`src/dcr_pkg.sv`:
```
// Shared constants and carrier types for the disconnect/reconnect control logic
package dcr_pkg;
   // Geometry and drive count
   localparam int NUM_DRIVES = 8;
   localparam int DRV_W = 3;
   localparam int SECTOR_W = 7;
   localparam int SECTORS_PER_TRACK = 128;
   localparam logic [6:0] SECTOR_LAST = 7'h7F;
   localparam logic [6:0] SECTOR_FIRST = 7'h00;

   // Timing: sector period in ns and clock period in ns
   localparam int SECTOR_PERIOD_NS = 130000;
   localparam int CLK_PERIOD_NS = 25;
   localparam int SECTOR_CYCLES = SECTOR_PERIOD_NS / CLK_PERIOD_NS;

   // Bus values
   localparam logic [7:0] STATUS_DEV_END = 8'h04;
   localparam logic [4:0] UNIT_ADDR_DEFAULT = 5'h00;
   localparam logic [7:0] BUS_IDLE = 8'h00;

   // Commands from the command sequencer
   typedef enum logic [2:0] {
      DCR_OP_SEEK = 3'b000,
      DCR_OP_SET_SECTOR = 3'b001,
      DCR_OP_READ_SECTOR = 3'b010,
      DCR_OP_DATA = 3'b011,
      DCR_OP_RETRY = 3'b100
   } dcr_op_t;

   // Channel-side tags seen from the host
   typedef struct packed {
      logic select_out;
      logic hold_out;
      logic command_out;
      logic service_out;
   } dcr_tags_out_t;

   // Tags driven back to the host
   typedef struct packed {
      logic operational_in;
      logic request_in;
      logic address_in;
      logic status_in;
      logic select_pass;
   } dcr_tags_in_t;

   // Command request
   typedef struct packed {
      dcr_op_t op;
      logic [DRV_W-1:0] drive;
      logic [SECTOR_W-1:0] sector;
   } dcr_cmd_t;
endpackage

```
`src/dcr_ctrl.sv`:
```
// Disconnect, reconnect and burst control toward the block multiplexer channel
// How it works
// Hold operational-in through whole burst transfer.
// Track has 128 sectors numbered 00-7F.
// Per-drive counter steps each period, index clears.
// Current sector of every drive is visible.
// Set sector accepted, then disconnect from channel.
// Read sector returns prior record's sector.
// Seek and set sector disconnect despite chaining.
// Separate disconnected chain context per drive.
// Seek reconnect starts when motion done.
// Set sector reconnect starts at matching sector.
// Retry procedure may also disconnect.
// Drive ready after disconnect raises request-in.
// Busy channel: request stays pending, keep waiting.
// Channel saves restart context on disconnect.
// Channel reloads context on accepted reconnect.
// Reconnects served in order of readiness.
// Channel answers request-in with select and hold.
// Answer: block select, drop request, raise op/addr.
// After service-out drop status, then operational.
// Compare target at each update while pending.
`timescale 1ns/100ps
`default_nettype none
module dcr_ctrl #(
   parameter int NDRV = dcr_pkg::NUM_DRIVES,
   parameter int SECTOR_CYC = dcr_pkg::SECTOR_CYCLES,
   parameter logic [4:0] UNIT_ADDR = dcr_pkg::UNIT_ADDR_DEFAULT
) (
   // Clock and reset
   input wire logic clk,
   input wire logic reset_n,
   // Channel interface pins
   input wire dcr_pkg::dcr_tags_out_t chan_tags,
   output dcr_pkg::dcr_tags_in_t dev_tags,
   output logic [7:0] bus_in,
   // Command sequencer
   input wire logic cmd_valid,
   input wire dcr_pkg::dcr_cmd_t cmd,
   input wire logic xfer_done,
   input wire logic [NDRV-1:0] retry_done,
   output logic cmd_ready,
   output logic [dcr_pkg::SECTOR_W-1:0] read_sector,
   output logic [dcr_pkg::DRV_W-1:0] recon_drive,
   // Drive pins
   input wire logic [NDRV-1:0] index_mark,
   input wire logic [NDRV-1:0] seek_done,
   // Current sector of every drive
   output logic [NDRV*dcr_pkg::SECTOR_W-1:0] sector_now
);
   import dcr_pkg::*;

   typedef enum logic [2:0] {
      ST_IDLE = 3'b000,
      ST_BURST = 3'b001,
      ST_REQ = 3'b010,
      ST_ADDR = 3'b011,
      ST_CMDW = 3'b100,
      ST_STS = 3'b101,
      ST_SVCW = 3'b110
   } dcr_state_t;

   dcr_state_t st_q;
   dcr_tags_out_t tags_m_q, tags_s_q;
   logic [NDRV-1:0] idx_m_q, idx_s_q, seek_m_q, seek_s_q;
   logic [SECTOR_W-1:0] cur_sec [NDRV];
   logic [NDRV-1:0] match;
   logic [NDRV-1:0] arm;
   logic [NDRV-1:0] wait_seek_q, wait_retry_q, wait_set_q;
   logic [NDRV-1:0] pend_q;
   logic [DRV_W-1:0] rank_q [NDRV];
   logic [SECTOR_W-1:0] last_rec_q [NDRV];
   logic [NDRV-1:0] event_v;
   logic [DRV_W-1:0] head_drv;
   logic head_ok;
   logic take;
   logic done_recon;

   assign take = cmd_valid && (st_q == ST_IDLE);
   assign done_recon = (st_q == ST_SVCW) && !tags_s_q.service_out;

   // Two-stage synchronisers for channel tags and drive pins
   always_ff @(posedge clk or negedge reset_n) begin
      if (!reset_n) begin
         tags_m_q <= '0;
         tags_s_q <= '0;
         idx_m_q <= '0;
         idx_s_q <= '0;
         seek_m_q <= '0;
         seek_s_q <= '0;
      end else begin
         tags_m_q <= chan_tags;
         tags_s_q <= tags_m_q;
         idx_m_q <= index_mark;
         idx_s_q <= idx_m_q;
         seek_m_q <= seek_done;
         seek_s_q <= seek_m_q;
      end
   end

   // One sector tracker per drive
   for (genvar g = 0; g < NDRV; g++) begin : g_drv
      assign arm[g] = take && cmd.op == DCR_OP_SET_SECTOR && cmd.drive == DRV_W'(g);
      dcr_sector_track #(.SECTOR_CYC(SECTOR_CYC)) u_trk (
         .clk(clk),
         .reset_n(reset_n),
         .index_s(idx_s_q[g]),
         .arm(arm[g]),
         .target(cmd.sector),
         .sector_q(cur_sec[g]),
         .match_q(match[g])
      );
      assign event_v[g] = (wait_seek_q[g] && seek_s_q[g])
         || (wait_set_q[g] && match[g])
         || (wait_retry_q[g] && retry_done[g]);
   end

   // Oldest pending reconnect is the one ranked zero
   always_comb begin
      head_ok = 1'b0;
      head_drv = '0;
      for (int i = NDRV - 1; i >= 0; i--) begin
         if (pend_q[i] && rank_q[i] == '0) begin
            head_ok = 1'b1;
            head_drv = DRV_W'(i);
         end
      end
   end

   // Per-drive disconnected-chain context
   always_ff @(posedge clk or negedge reset_n) begin
      if (!reset_n) begin
         wait_seek_q <= '0;
         wait_set_q <= '0;
         wait_retry_q <= '0;
      end else begin
         for (int i = 0; i < NDRV; i++) begin
            if (event_v[i]) begin
               wait_seek_q[i] <= 1'b0;
               wait_set_q[i] <= 1'b0;
               wait_retry_q[i] <= 1'b0;
            end else if (take && cmd.drive == DRV_W'(i)) begin
               wait_seek_q[i] <= (cmd.op == DCR_OP_SEEK);
               wait_set_q[i] <= (cmd.op == DCR_OP_SET_SECTOR);
               wait_retry_q[i] <= (cmd.op == DCR_OP_RETRY);
            end
         end
      end
   end

   // Pending reconnects ranked by arrival, same-cycle ties by drive number
   always_ff @(posedge clk or negedge reset_n) begin
      int base;
      int n;
      if (!reset_n) begin
         pend_q <= '0;
         for (int i = 0; i < NDRV; i++) begin
            rank_q[i] <= '0;
         end
      end else begin
         base = 0;
         n = 0;
         for (int i = 0; i < NDRV; i++) begin
            if (pend_q[i] && !(done_recon && recon_drive == DRV_W'(i))) begin
               base = base + 1;
            end
         end
         for (int i = 0; i < NDRV; i++) begin
            if (event_v[i]) begin
               pend_q[i] <= 1'b1;
               rank_q[i] <= DRV_W'(base + n);
               n = n + 1;
            end else if (done_recon && recon_drive == DRV_W'(i)) begin
               pend_q[i] <= 1'b0;
            end else if (done_recon && pend_q[i]) begin
               rank_q[i] <= rank_q[i] - DRV_W'(1);
            end
         end
      end
   end

   // Sector of each record handled by a data command
   always_ff @(posedge clk or negedge reset_n) begin
      if (!reset_n) begin
         for (int i = 0; i < NDRV; i++) begin
            last_rec_q[i] <= SECTOR_FIRST;
         end
         read_sector <= SECTOR_FIRST;
      end else begin
         if (take && cmd.op == DCR_OP_DATA) begin
            last_rec_q[cmd.drive] <= cur_sec[cmd.drive];
         end
         if (take && cmd.op == DCR_OP_READ_SECTOR) begin
            read_sector <= last_rec_q[cmd.drive];
         end
      end
   end

   // Registered view of all sector counters
   always_ff @(posedge clk or negedge reset_n) begin
      if (!reset_n) begin
         sector_now <= '0;
      end else begin
         for (int i = 0; i < NDRV; i++) begin
            sector_now[i*SECTOR_W +: SECTOR_W] <= cur_sec[i];
         end
      end
   end

   // Channel sequence state machine with its tag outputs
   always_ff @(posedge clk or negedge reset_n) begin
      if (!reset_n) begin
         st_q <= ST_IDLE;
         dev_tags <= '0;
         bus_in <= BUS_IDLE;
         recon_drive <= '0;
         cmd_ready <= 1'b0;
      end else begin
         dev_tags.select_pass <= tags_s_q.select_out && st_q == ST_IDLE;
         cmd_ready <= 1'b0;
         case (st_q)
            ST_IDLE: begin
               cmd_ready <= !take && !head_ok;
               if (take && cmd.op == DCR_OP_DATA) begin
                  dev_tags.operational_in <= 1'b1;
                  st_q <= ST_BURST;
               end else if (take) begin
                  dev_tags.operational_in <= 1'b0;
               end else if (head_ok) begin
                  recon_drive <= head_drv;
                  dev_tags.request_in <= 1'b1;
                  st_q <= ST_REQ;
               end
            end
            ST_BURST: begin
               if (xfer_done) begin
                  dev_tags.operational_in <= 1'b0;
                  st_q <= ST_IDLE;
               end
            end
            ST_REQ: begin
               if (tags_s_q.select_out && tags_s_q.hold_out) begin
                  dev_tags.select_pass <= 1'b0;
                  dev_tags.request_in <= 1'b0;
                  dev_tags.operational_in <= 1'b1;
                  dev_tags.address_in <= 1'b1;
                  bus_in <= {UNIT_ADDR, recon_drive};
                  st_q <= ST_ADDR;
               end
            end
            ST_ADDR: begin
               dev_tags.select_pass <= 1'b0;
               if (tags_s_q.command_out) begin
                  dev_tags.address_in <= 1'b0;
                  bus_in <= BUS_IDLE;
                  st_q <= ST_CMDW;
               end
            end
            ST_CMDW: begin
               dev_tags.select_pass <= 1'b0;
               if (!tags_s_q.command_out) begin
                  dev_tags.status_in <= 1'b1;
                  bus_in <= STATUS_DEV_END;
                  st_q <= ST_STS;
               end
            end
            ST_STS: begin
               dev_tags.select_pass <= 1'b0;
               if (tags_s_q.service_out) begin
                  dev_tags.status_in <= 1'b0;
                  bus_in <= BUS_IDLE;
                  st_q <= ST_SVCW;
               end
            end
            ST_SVCW: begin
               dev_tags.select_pass <= 1'b0;
               if (!tags_s_q.service_out) begin
                  dev_tags.operational_in <= 1'b0;
                  st_q <= ST_IDLE;
               end
            end
            default: begin
               dev_tags <= '0;
               st_q <= ST_IDLE;
            end
         endcase
      end
   end
endmodule // dcr_ctrl
`default_nettype wire

```
`src/dcr_sector_track.sv`:
```
// Per-drive sector counter with set-sector target compare
`timescale 1ns/100ps
`default_nettype none
module dcr_sector_track #(
   parameter int SECTOR_CYC = dcr_pkg::SECTOR_CYCLES
) (
   // Clock and reset
   input wire logic clk,
   input wire logic reset_n,
   // Index marker, already synchronised
   input wire logic index_s,
   // Set sector arming
   input wire logic arm,
   input wire logic [dcr_pkg::SECTOR_W-1:0] target,
   // Results
   output logic [dcr_pkg::SECTOR_W-1:0] sector_q,
   output logic match_q
);
   import dcr_pkg::*;

   logic [15:0] tick_q;
   logic index_d1_q;
   logic armed_q;
   logic [SECTOR_W-1:0] target_q;
   logic index_edge;
   logic step;

   assign index_edge = index_s & ~index_d1_q;
   assign step = (tick_q == 16'(SECTOR_CYC - 1));

   // Index edge detect
   always_ff @(posedge clk or negedge reset_n) begin
      if (!reset_n) begin
         index_d1_q <= 1'b0;
      end else begin
         index_d1_q <= index_s;
      end
   end

   // Sector period timer and sector counter, index clears both
   always_ff @(posedge clk or negedge reset_n) begin
      if (!reset_n) begin
         tick_q <= 16'h0000;
         sector_q <= SECTOR_FIRST;
      end else if (index_edge) begin
         tick_q <= 16'h0000;
         sector_q <= SECTOR_FIRST;
      end else if (step) begin
         tick_q <= 16'h0000;
         sector_q <= sector_q + 7'h01;
      end else begin
         tick_q <= tick_q + 16'h0001;
      end
   end

   // Target store and compare on each counter update
   always_ff @(posedge clk or negedge reset_n) begin
      if (!reset_n) begin
         armed_q <= 1'b0;
         target_q <= SECTOR_FIRST;
         match_q <= 1'b0;
      end else begin
         match_q <= 1'b0;
         if (arm) begin
            armed_q <= 1'b1;
            target_q <= target;
         end else if (armed_q && step && !index_edge && (sector_q + 7'h01) == target_q) begin
            armed_q <= 1'b0;
            match_q <= 1'b1;
         end else if (armed_q && index_edge && target_q == SECTOR_FIRST) begin
            armed_q <= 1'b0;
            match_q <= 1'b1;
         end
      end
   end
endmodule // dcr_sector_track
`default_nettype wire

```
`config.mk`:
```
export PLATFORM = sky130hd
export DESIGN_NAME = dcr_ctrl
export DESIGN_NICKNAME = d
export VERILOG_FILES = /design/src/dcr_pkg.sv /design/src/dcr_ctrl.sv /design/src/dcr_sector_track.sv
export SDC_FILE = /design/constraint.sdc
export NUM_CORES = 1
export LEC_CHECK = 0
export BUFFER_PORTS_ARGS = -buffer_cell sky130_fd_sc_hd__buf_2
export CAP_MARGIN = 20
export CORE_MARGIN = 3
export CORE_UTILIZATION = 35
export DETAILED_ROUTE_END_ITERATION = 10
export SETUP_SLACK_MARGIN = 0.05
export SLEW_MARGIN = 20
export SYNTH_ARGS = -nofsm -noshare
export SYNTH_HDL_FRONTEND = slang
export SYNTH_SLANG_ARGS = --single-unit
```
`constraint.sdc`:
```
create_clock -name clk -period 8.7 [get_ports clk]
set_input_delay 0.435 -clock clk [delete_from_list [all_inputs] [get_ports clk]]
set_output_delay 0.435 -clock clk [all_outputs]
set_load 0.02 [all_outputs]
```
==> results.py, run 1 <==
metrics = {
    "status": {
        "outcome": "finished, final reports clean",
    },
    "placed_design": {
        "io_buffers": 119,
        "dpl.hpwl_microns": 42200,
        "dpl.cell_count": 3209,
        "placed_cell_area_sq_um": 25100,
        "place_congestion": 0.872,
    },
    "worst_setup_path": {
        "startpoint": "st_q[0]$_DFFE_PN0P_",
        "reg2regPathDepth": 25,
        "cpMaxStageDelayCell": "dfrtp_1",
        "crit_required_ns": 9.17,
        "worstSetupEndpointType": "flop",
        "worst-path-buf-inv": 1,
        "slowest_delay_ns": 0.68,
        "critPathLaunchType": "flop",
        "path_class": "flop to flop",
        "rr_endpoint": "rank_q[5]$_DFFE_PN0P_",
        "crit_fanout": 19,
        "r2r-start": "st_q[0]$_DFFE_PN0P_",
        "rrSetupSlack_ns": 2.33,
        "crit_family": "XOR/XNOR gates",
        "crit_path_frequent_cell": "ha_1",
        "cp.arrival_ns": 6.85,
    },
    "final_layout": {
        "stdcell_count": 3333,
        "drive_gt1_frac": 0.139,
        "area_growth_pct": 15.4,
        "nets": 2528,
        "layout_common_cells": "dfrtp_1 (494), nor2_1 (280), nand2_1 (239)",
        "final_common_cell": "dfrtp_1",
        "design_area_sq_um": 27200,
    },
    "grt": {
        "grt_usage": 0.169,
        "overflow": 0,
        "grt_pass1_wl_microns": 95800,
        "antenna_found_initial": 10,
        "grt_max_degree": 151,
        "grt_pass1_vias": 17400,
    },
    "drt": {
        "drc": 0,
        "first_iter_violations": 1262,
        "avgViaCountPerCell": 5.21,
        "antenna_left": 0,
        "routed_wl_microns": 59700,
        "routedWlPerCell_microns": 17.9,
        "vias": 17400,
        "firstDrtPassIters": 5,
    },
    "cts": {
        "cts.sinks": 494,
        "cts_buffer_depth": 3,
        "cts_tree": "done",
        "hold_buffers": 21,
        "clock_latency_ns": 0.60,
        "cts_buffers": 53,
        "cts.clk_slew.worst_paths_ns": 0.06,
        "htreeDepth": 2,
        "root_buffer": "clkbuf_16",
        "postCtsSetupRepairBufs": 0,
        "cts_resized": 0,
    },
    "sta": {
        "finalSetupViolCount": 0,
        "tns_ns": 0,
        "relSlewSlack": 0.270,
        "tightest_slew_ns": 1.09,
        "min_period_ns": 6.37,
        "clock_skew_ns": 0.0185,
        "period_share": 0.732,
        "finalHoldViolCount": 0,
        "max_freq_ghz": 0.157,
        "slew_violations": 0,
        "rsz0062_at_grt": "no",
    },
    "min_path": {
        "holdPathStages": 3,
        "min_to": "wait_seek_q[7]$_DFFE_PN0P_",
        "hp-start": "retry_done[7]",
        "hold_class": "input port to flop",
    },
    "run": {
        "cap_violations": 0,
    },
    "floorplanning": {
        "coreArea_sq_um": 66200,
        "io-pin-count": 125,
        "start_util": 0.356,
        "fp.dieW_microns": 266,
        "fp.dieH_microns": 266,
        "die_area_sq_um": 70500,
        "fp-row-count": 94,
    },
    "logic_synthesis": {
        "synth_async_sr_flop_share": 1.00,
        "yosys_warnings": 0,
        "synth_seq_cells": 494,
        "synth_edf_count": 0,
        "seq_area_frac_synth": 0.524,
        "avgSynthCellArea_sq_um": 10.3,
        "netlist_area_sq_um": 23600,
        "synthCells": 2293,
        "synthFlopType": "dfrtp_1",
        "synth_cell_types": 74,
    },
    "power": {
        "p_per_area_nw_per_um2": 320,
        "vdd_ir_drop_max_mv": 0.539,
        "p_leak_nw": 12.8,
    },
}
cells by family after synthesis:
family                   count (synthesis)  share of synthesized area
AND/OR/NAND/NOR                        869                      0.174
flip-flops                             494                      0.524
AO/OA/AOI/OAI                          353                     0.0884
XOR/XNOR                               230                     0.0890
buffers and inverters                  155                     0.0262
multiplexers                           130                     0.0638
adder cells (fa/ha/maj)                 61                     0.0343
other                                    1                   0.000159
sequential cells by signal, summed over array words and instances (netlist names), 24 cells and up:
signal,cells
g_drv.u_trk.sector_q,56
sector_now,56
rank_q,24
last_rec_q,56
g_drv.u_trk.target_q,56
g_drv.u_trk.tick_q,128
stage by stage:
| step | worst slack, ns | utilization | total power (W) | hold slack, ns |
|---|---|---|---|---|
| 2_1_floorplan | 3.36 | - | 0.00549 | 0.139 |
| 3_3_place_gp | 2.48 | 0.379 | 0.00620 | 0.333 |
| 3_5_place_dp | 2.36 | 0.379 | 0.00628 | 0.335 |
| 4_1_cts | 2.31 | 0.411 | 0.00880 | 0.147 |
| 5_1_grt | 1.72 | 0.411 | 0.00930 | 0.170 |
| 6_report | 2.33 | 0.411 | 0.00870 | 0.187 |
synth_stat cells, types with 44 or more instances:
master / n / area share
nor2_1: 280 / 0.045
clkbuf_1: 69 / 0.011
or3_1: 56 / 0.015
inv_1: 64 / 0.010
xor2_1: 90 / 0.033
mux2_2: 82 / 0.039
dfrtp_1: 494 / 0.52
nand2_1: 239 / 0.038
nand3_1: 62 / 0.013
and3_1: 44 / 0.012
ha_1: 55 / 0.029
o21ai_0: 105 / 0.022
a21oi_1: 144 / 0.031
xnor2_1: 132 / 0.049
final cells by class:
| type | instances | area [sq um] |
|---|---|---|
| diodes | 7 | 17.5 |
| clock buffers | 72 | 1570 |
| clock inverters | 23 | 345 |
| fillers | 6395 | 39000 |
| inverters | 65 | 244 |
| multi-input cells | 1648 | 10600 |
| flip-flops and latches | 494 | 12400 |
| well taps | 864 | 1080 |
| repair buffers | 160 | 976 |
report_power, final:
group	switching, W	total [W]	internal (W)
clock	0.000959	0.00246	0.00150
sequential	0.000248	0.00282	0.00257
combinational	0.00192	0.00343	0.00151
total	0.00313	0.00870	0.00557
routing by layer:
layer / up-vias / track usage / part of all wire
met5: - / 0 / 0.00045
met4: 4 / 0.0520 / 0.029
met3: 114 / 0.0387 / 0.064
met2: 439 / 0.273 / 0.47
met1: 8635 / 0.228 / 0.44
li1: 8187 / - / -
worst register-to-register path, delay by kind of cell, from the launching register on:
family                   cells  cell delay [ns]
AO/OA/AOI/OAI                5             1.18
XOR/XNOR                     6             1.54
adder cells (fa/ha/maj)      4             1.04
buffers and inverters        1             0.17
flip-flops                   1             0.68
multiplexers                 2             0.55
AND/OR/NAND/NOR              7             1.11
worst max-delay path by stage:
stage	endpoint	slack, ns	depth (start not counted)
3_5_place_dp	rank_q[2]$_DFFE_PN0P_	2.36	26
4_1_cts	rank_q[2]$_DFFE_PN0P_	2.31	25
3_3_place_gp	rank_q[2]$_DFFE_PN0P_	2.48	25
2_1_floorplan	rank_q[5]$_DFFE_PN0P_	3.36	24
5_1_grt	rank_q[5]$_DFFE_PN0P_	1.72	25
6_report	rank_q[5]$_DFFE_PN0P_	2.33	25
No activity file was read; power rests on OpenSTA's default activity.
==> inputs of run 2 (changes only) <==
==> constraint.sdc (replaced) <==
create_clock -name clk -period 6.35 [get_ports clk]
set_input_delay 0.3175 -clock clk [delete_from_list [all_inputs] [get_ports clk]]
set_output_delay 0.3175 -clock clk [all_outputs]
set_load 0.02 [all_outputs]
==> run 2 against run 1 <==
  * Worst setup slack got worse by 1.8 ns
  * Die area unchanged
  * Total power increased by 38%
  * First-iteration DRC count decreased by 7.8%
  * Clock skew increased by 0.0093 ns
  * Cell area increased by 0.32%
  * Global-route usage about the same
  * Flip-flop and latch count unchanged
  * Sequential power increased by 35%
  * Wire length increased by 0.38%
  * Clock-buffer cell count decreased by 2
  * Critical endpoint is now rank_q[2]$_DFFE_PN0P_
==> results.py, run 2 (synthesis results as in run 1) <==
metrics = {
    "sta": {
        "max_freq_ghz": 0.173,
        "rsz0062_at_grt": "no",
        "relSlewSlack": 0.265,
        "tightest_slew_ns": 1.10,
        "period_share": 0.910,
        "min_period_ns": 5.78,
        "slew_violations": 0,
        "finalSetupViolCount": 0,
        "tns_ns": 0,
        "finalHoldViolCount": 0,
        "fin_hold_ws_ns": 0.0627,
        "clock_skew_ns": 0.0279,
    },
    "final_layout": {
        "nets": 2536,
        "stdcell_count": 3338,
        "top_register": "g_drv.u_trk.tick_q",
        "largest_register_ffs": 128,
        "area_growth_pct": 15.8,
        "register_area_sq_um": 12400,
        "nFillCells": 6362,
        "multi_input_area_sq_um": 10600,
        "final_util": 0.412,
        "drive_gt1_frac": 0.140,
        "final_common_cell": "dfrtp_1",
        "layout_common_cells": "dfrtp_1 (494), nor2_1 (280), nand2_1 (239)",
    },
    "cts": {
        "cts_buffers": 54,
        "root_buffer": "clkbuf_16",
        "cts.clk_slew.worst_paths_ns": 0.06,
        "cts_tree": "done",
        "cts.sinks": 494,
        "cts_resized": 0,
        "clock_latency_ns": 0.62,
        "htreeDepth": 2,
        "hold_buffers": 21,
        "cts_buffer_depth": 3,
        "postCtsSetupRepairBufs": 0,
    },
    "drt": {
        "firstDrtPassIters": 8,
        "vias": 17300,
        "routed_wl_microns": 60000,
        "antenna_left": 0,
        "drc": 0,
        "first_iter_violations": 1163,
        "routedWlPerCell_microns": 18.0,
        "avgViaCountPerCell": 5.19,
    },
    "grt": {
        "grt_pass1_vias": 17200,
        "overflow": 0,
        "grt_max_degree": 124,
        "use_met1": 0.236,
        "grt_pass1_wl_microns": 95800,
        "met2_usage": 0.275,
        "antenna_found_initial": 8,
        "grt_use_met3": 0.0267,
        "busiest_layer": "met2",
        "grt_usage": 0.169,
    },
    "worst_setup_path": {
        "crit_fanout": 16,
        "crit_required_ns": 6.82,
        "reg2regPathDepth": 26,
        "path_class": "flop to flop",
        "cp.arrival_ns": 6.25,
        "worstSetupEndpointType": "flop",
        "critPathLaunchType": "flop",
    },
    "power": {
        "vdd_ir_drop_max_mv": 1.01,
        "p_leak_nw": 12.8,
        "p_per_area_nw_per_um2": 440,
        "p_total_w": 0.0120,
    },
    "floorplanning": {
        "io-pin-count": 125,
        "fp-row-count": 94,
        "die_area_sq_um": 70500,
        "coreArea_sq_um": 66200,
        "start_util": 0.356,
        "fp.dieW_microns": 266,
        "fp.dieH_microns": 266,
    },
    "status": {
        "outcome": "finished, final reports clean",
    },
    "min_path": {
        "holdPathStages": 3,
        "hold_class": "input port to flop",
    },
    "run": {
        "cap_violations": 0,
    },
    "placed_design": {
        "dpl.hpwl_microns": 42200,
        "dpl.cell_count": 3217,
        "place_congestion": 0.852,
        "io_buffers": 119,
    },
}
run 2: critical path, stage by stage (launching register included):
cell	delay, ns
dfrtp_1	0.60
nand4bb_1	0.20
nor2_1	0.16
nand2_1	0.07
nand2_1	0.13
inv_1	0.11
ha_1	0.38
xor2_1	0.22
ha_1	0.33
nand2_1	0.06
nand3_1	0.11
mux2i_1	0.25
nor2_1	0.10
ha_1	0.30
xnor3_1	0.39
o32ai_1	0.20
a21o_1	0.14
ha_1	0.20
nand2_1	0.08
nor4b_1	0.16
a211oi_2	0.27
xnor2_2	0.17
xnor2_4	0.36
xnor2_2	0.16
xnor2_2	0.25
xnor2_1	0.16
mux2i_1	0.09
run 2: final timing paths:
path | start | slack (ns) | to
min | cmd[6] | 0.06 | g_drv[4].u_trk.target_q[6]$_DFFE_PN0P_
max | st_q[2]$_DFFE_PN0P_ | 0.57 | rank_q[2]$_DFFE_PN0P_
max in group asynchronous | reset_n | 4.83 | last_rec_q[9]$_DFFE_PN0P_
min in group asynchronous | reset_n | 0.37 | g_drv[7].u_trk.tick_q[6]$_DFF_PN0_
max reg2reg | st_q[2]$_DFFE_PN0P_ | 0.57 | rank_q[2]$_DFFE_PN0P_
min reg2reg | idx_m_q[5]$_DFF_PN0_ | 0.35 | idx_s_q[5]$_DFF_PN0_
run 2: per-stage QoR:
| stage | cell area [sq um] | worst slack [ns] |
|---|---|---|
| 3_5_place_dp | 25200 | 0.604 |
| 3_3_place_gp | 25200 | 0.666 |
| 6_report | 27300 | 0.570 |
| 5_1_grt | 27300 | 0.0797 |
| 2_1_floorplan | 23600 | 1.01 |
| 4_1_cts | 27300 | 0.559 |
run 2: cell type report:
cell class | count | share of cell area
Antenna cell | 4 | 0.000367
Clock buffer | 70 | 0.0562
Clock inverter | 26 | 0.0143
Inverter | 65 | 0.00894
Multi-Input combinational cell | 1648 | 0.389
Sequential cell | 494 | 0.453
Tap cell | 864 | 0.0396
Timing Repair Buffer | 167 | 0.0386
run 2: per-layer routing:
metal	wire length, microns	up-vias
met4	1280	4
met3	2900	92
met2	27800	413
met5	29	-
met1	27900	8646
li1	-	8177
run 2: report_power, final:
part | switching, W | internal, W
Clock | 0.00134 | 0.00203
Combinational | 0.00271 | 0.00212
Sequential | 0.000292 | 0.00352
Total | 0.00435 | 0.00767
==> inputs of run 3 (changes only) <==
--- a/config.mk
+++ b/config.mk
@@ -7,9 +7,12 @@
 export LEC_CHECK = 0
 export BUFFER_PORTS_ARGS = -buffer_cell sky130_fd_sc_hd__buf_2
 export CAP_MARGIN = 20
+export CELL_PAD_IN_SITES_DETAIL_PLACEMENT = 1
+export CELL_PAD_IN_SITES_GLOBAL_PLACEMENT = 2
 export CORE_MARGIN = 3
 export CORE_UTILIZATION = 35
 export DETAILED_ROUTE_END_ITERATION = 10
+export PLACE_DENSITY_LB_ADDON = 0.1
 export SETUP_SLACK_MARGIN = 0.05
 export SLEW_MARGIN = 20
 export SYNTH_ARGS = -nofsm -noshare
==> run 3 against run 2 <==
  * Utilization increased by 0.17 points
  * Critical endpoint is now rank_q[5]$_DFFE_PN0P_
  * Cell area rose by 0.40%
  * Largest power group unchanged
  * Clock skew shrank 0.012 ns
  * Via count barely moved
  * Flip-flop and latch count unchanged
  * Wire length up 10%
  * Cell count increased by 0.21%
  * Highest routed layer unchanged
==> results.py, run 3 (synthesis results as in run 1) <==
metrics = {
    "floorplanning": {
        "fp-row-count": 94,
        "die_area_sq_um": 70500,
        "coreArea_sq_um": 66200,
        "fp.dieH_microns": 266,
        "start_util": 0.356,
        "fp.dieW_microns": 266,
        "io-pin-count": 125,
    },
    "placed_design": {
        "dpl.hpwl_microns": 46700,
        "dpl.cell_count": 3217,
        "place_congestion": 0.802,
        "io_buffers": 119,
    },
    "power": {
        "vdd_ir_drop_max_mv": 0.837,
        "p_leak_nw": 12.9,
        "p_per_area_nw_per_um2": 447,
    },
    "run": {
        "cap_violations": 0,
    },
    "drt": {
        "antenna_left": 0,
        "vias": 17300,
        "first_iter_violations": 784,
        "routedWlPerCell_microns": 19.8,
        "routed_wl_microns": 66100,
        "firstDrtPassIters": 6,
        "avgViaCountPerCell": 5.18,
        "drc": 0,
    },
    "cts": {
        "postCtsSetupRepairBufs": 0,
        "root_buffer": "clkbuf_16",
        "cts_buffers": 57,
        "cts_buffer_depth": 3,
        "cts.sinks": 494,
        "cts_tree": "done",
        "htreeDepth": 2,
        "clock_latency_ns": 0.61,
        "cts.clk_slew.worst_paths_ns": 0.06,
    },
    "worst_setup_path": {
        "critPathLaunchType": "flop",
        "worst-path-buf-inv": 1,
        "r2r-start": "recon_drive[0]$_DFFE_PN0P_",
        "crit_path_frequent_cell": "ha_1",
        "cp.arrival_ns": 6.32,
        "path_class": "flop to flop",
        "crit_required_ns": 6.85,
        "crit_family": "XOR/XNOR gates",
        "startpoint": "recon_drive[0]$_DFFE_PN0P_",
        "cpMaxStageDelayCell": "dfrtp_1",
        "slowest_delay_ns": 0.46,
        "crit_fanout": 9,
        "cp_cell_sequence": "nor2_1 -> a21boi_0 -> buf_4 -> ha_1 -> xor2_1 -> ha_1 -> nand2_1 -> nand3_1 -> mux2i_1 -> nor2_1 -> ha_1 -> xnor3_1 -> o32ai_1 -> a21o_1 -> ha_1 -> nand2_1 -> a311oi_1 -> a211oi_2 -> xnor2_2 -> xnor2_4 -> xnor2_2 -> xnor2_2 -> xor2_1 -> o21ai_1",
        "worstSetupEndpointType": "flop",
    },
    "final_layout": {
        "nFillCells": 7294,
        "largest_register_ffs": 128,
        "final_common_cell": "dfrtp_1",
        "stdcell_count": 3345,
        "area_growth_pct": 16.3,
        "drive_gt1_frac": 0.145,
        "final_util": 0.414,
        "top_register": "g_drv.u_trk.tick_q",
        "nets": 2539,
        "layout_common_cells": "dfrtp_1 (493), nor2_1 (280), nand2_1 (239)",
    },
    "sta": {
        "clock_skew_ns": 0.0157,
        "tightest_slew_ns": 1.06,
        "max_freq_ghz": 0.172,
        "rsz0062_at_grt": "no",
        "relSlewSlack": 0.292,
        "period_share": 0.917,
        "finalSetupViolCount": 0,
        "finalHoldViolCount": 0,
        "tns_ns": 0,
        "min_period_ns": 5.83,
        "slew_violations": 0,
    },
    "min_path": {
        "hp-start": "cmd[4]",
        "hold_class": "input port to flop",
    },
    "status": {
        "outcome": "finished, final reports clean",
    },
    "grt": {
        "overflow": 0,
        "grt_pass1_wl_microns": 107000,
        "grt_pass1_vias": 18600,
        "grt_usage": 0.190,
        "antenna_found_initial": 4,
        "grt_max_degree": 170,
    },
}
run 3: changes by cell type in the layout (fill, tap and decap cells not counted), moves of 2 or more:
| cell | before | now |
|---|---|---|
| nor3_2 | 3 | 5 |
| inv_6 | 0 | 2 |
| clkinv_2 | 6 | 11 |
| clkbuf_8 | 8 | 13 |
| nor3_1 | 30 | 28 |
| buf_4 | 23 | 25 |
| clkbuf_16 | 56 | 59 |
| diode_2 | 4 | 2 |
| clkinv_4 | 4 | 2 |
| clkinvlp_4 | 6 | 3 |
run 3: worst paths after layout:
kind	endpoint	slack [ns]	cells after the start
hold reg to reg	idx_s_q[2]$_DFF_PN0_	0.35	0
min in group asynchronous	g_drv[6].u_trk.tick_q[11]$_DFF_PN0_	0.30	2
setup reg to reg	rank_q[5]$_DFFE_PN0P_	0.52	24
hold / removal	g_drv[4].u_trk.target_q[4]$_DFFE_PN0P_	0.1	3
max in group asynchronous	st_q[1]$_DFFE_PN0P_	4.50	3
setup / recovery	rank_q[5]$_DFFE_PN0P_	0.52	24
run 3: cell type report:
| class | instances | area, sq um | share of cell area |
|---|---|---|---|
| diodes | 2 | 5.00 | 0.000183 |
| clock buffers | 79 | 1680 | 0.0613 |
| clock inverters | 26 | 353 | 0.0129 |
| inverters | 65 | 244 | 0.00890 |
| multi-input cells | 1648 | 10600 | 0.388 |
| flip-flops and latches | 494 | 12400 | 0.451 |
| well taps | 864 | 1080 | 0.0394 |
| repair buffers | 167 | 1040 | 0.0381 |
run 3: power breakdown:
| part | switching (W) | internal, W |
|---|---|---|
| combinational | 0.00280 | 0.00210 |
| clock | 0.00137 | 0.00217 |
| sequential | 0.000286 | 0.00352 |
run 3: repair_timing:
item | in CTS | in global routing
endpoints found under the hold margin | 106 | 0
resized for setup | 0 | 1
endpoints found under the setup margin | 0 | 3
hold buffers | 21 | 0
run 3: worst min-delay path, delay by kind of cell:
family / cells / cell delay [ns]
buf+inv: 1 / 0.20
simple gates: 2 / 0.14
run 3: stage by stage:
step | worst slack [ns] | total power (W) | instance area [sq um] | hold WS, ns
after floorplan | 1.01 | 0.00752 | 23600 | 0.0219
after global placement | 0.649 | 0.00870 | 25200 | 0.333
after detailed placement | 0.424 | 0.00885 | 25200 | 0.336
after CTS | 0.383 | 0.0125 | 27400 | 0.0464
after global routing | 0.0641 | 0.0132 | 27400 | 0.0666
final | 0.525 | 0.0123 | 27400 | 0.0984
run 3: layer usage:
layer	GRT usage	vias to the layer above	part of all wire
met5	0	-	0.00020
met4	0.0423	2	0.019
met3	0.0282	79	0.032
met2	0.318	223	0.48
met1	0.261	8854	0.47
li1	-	8184	-
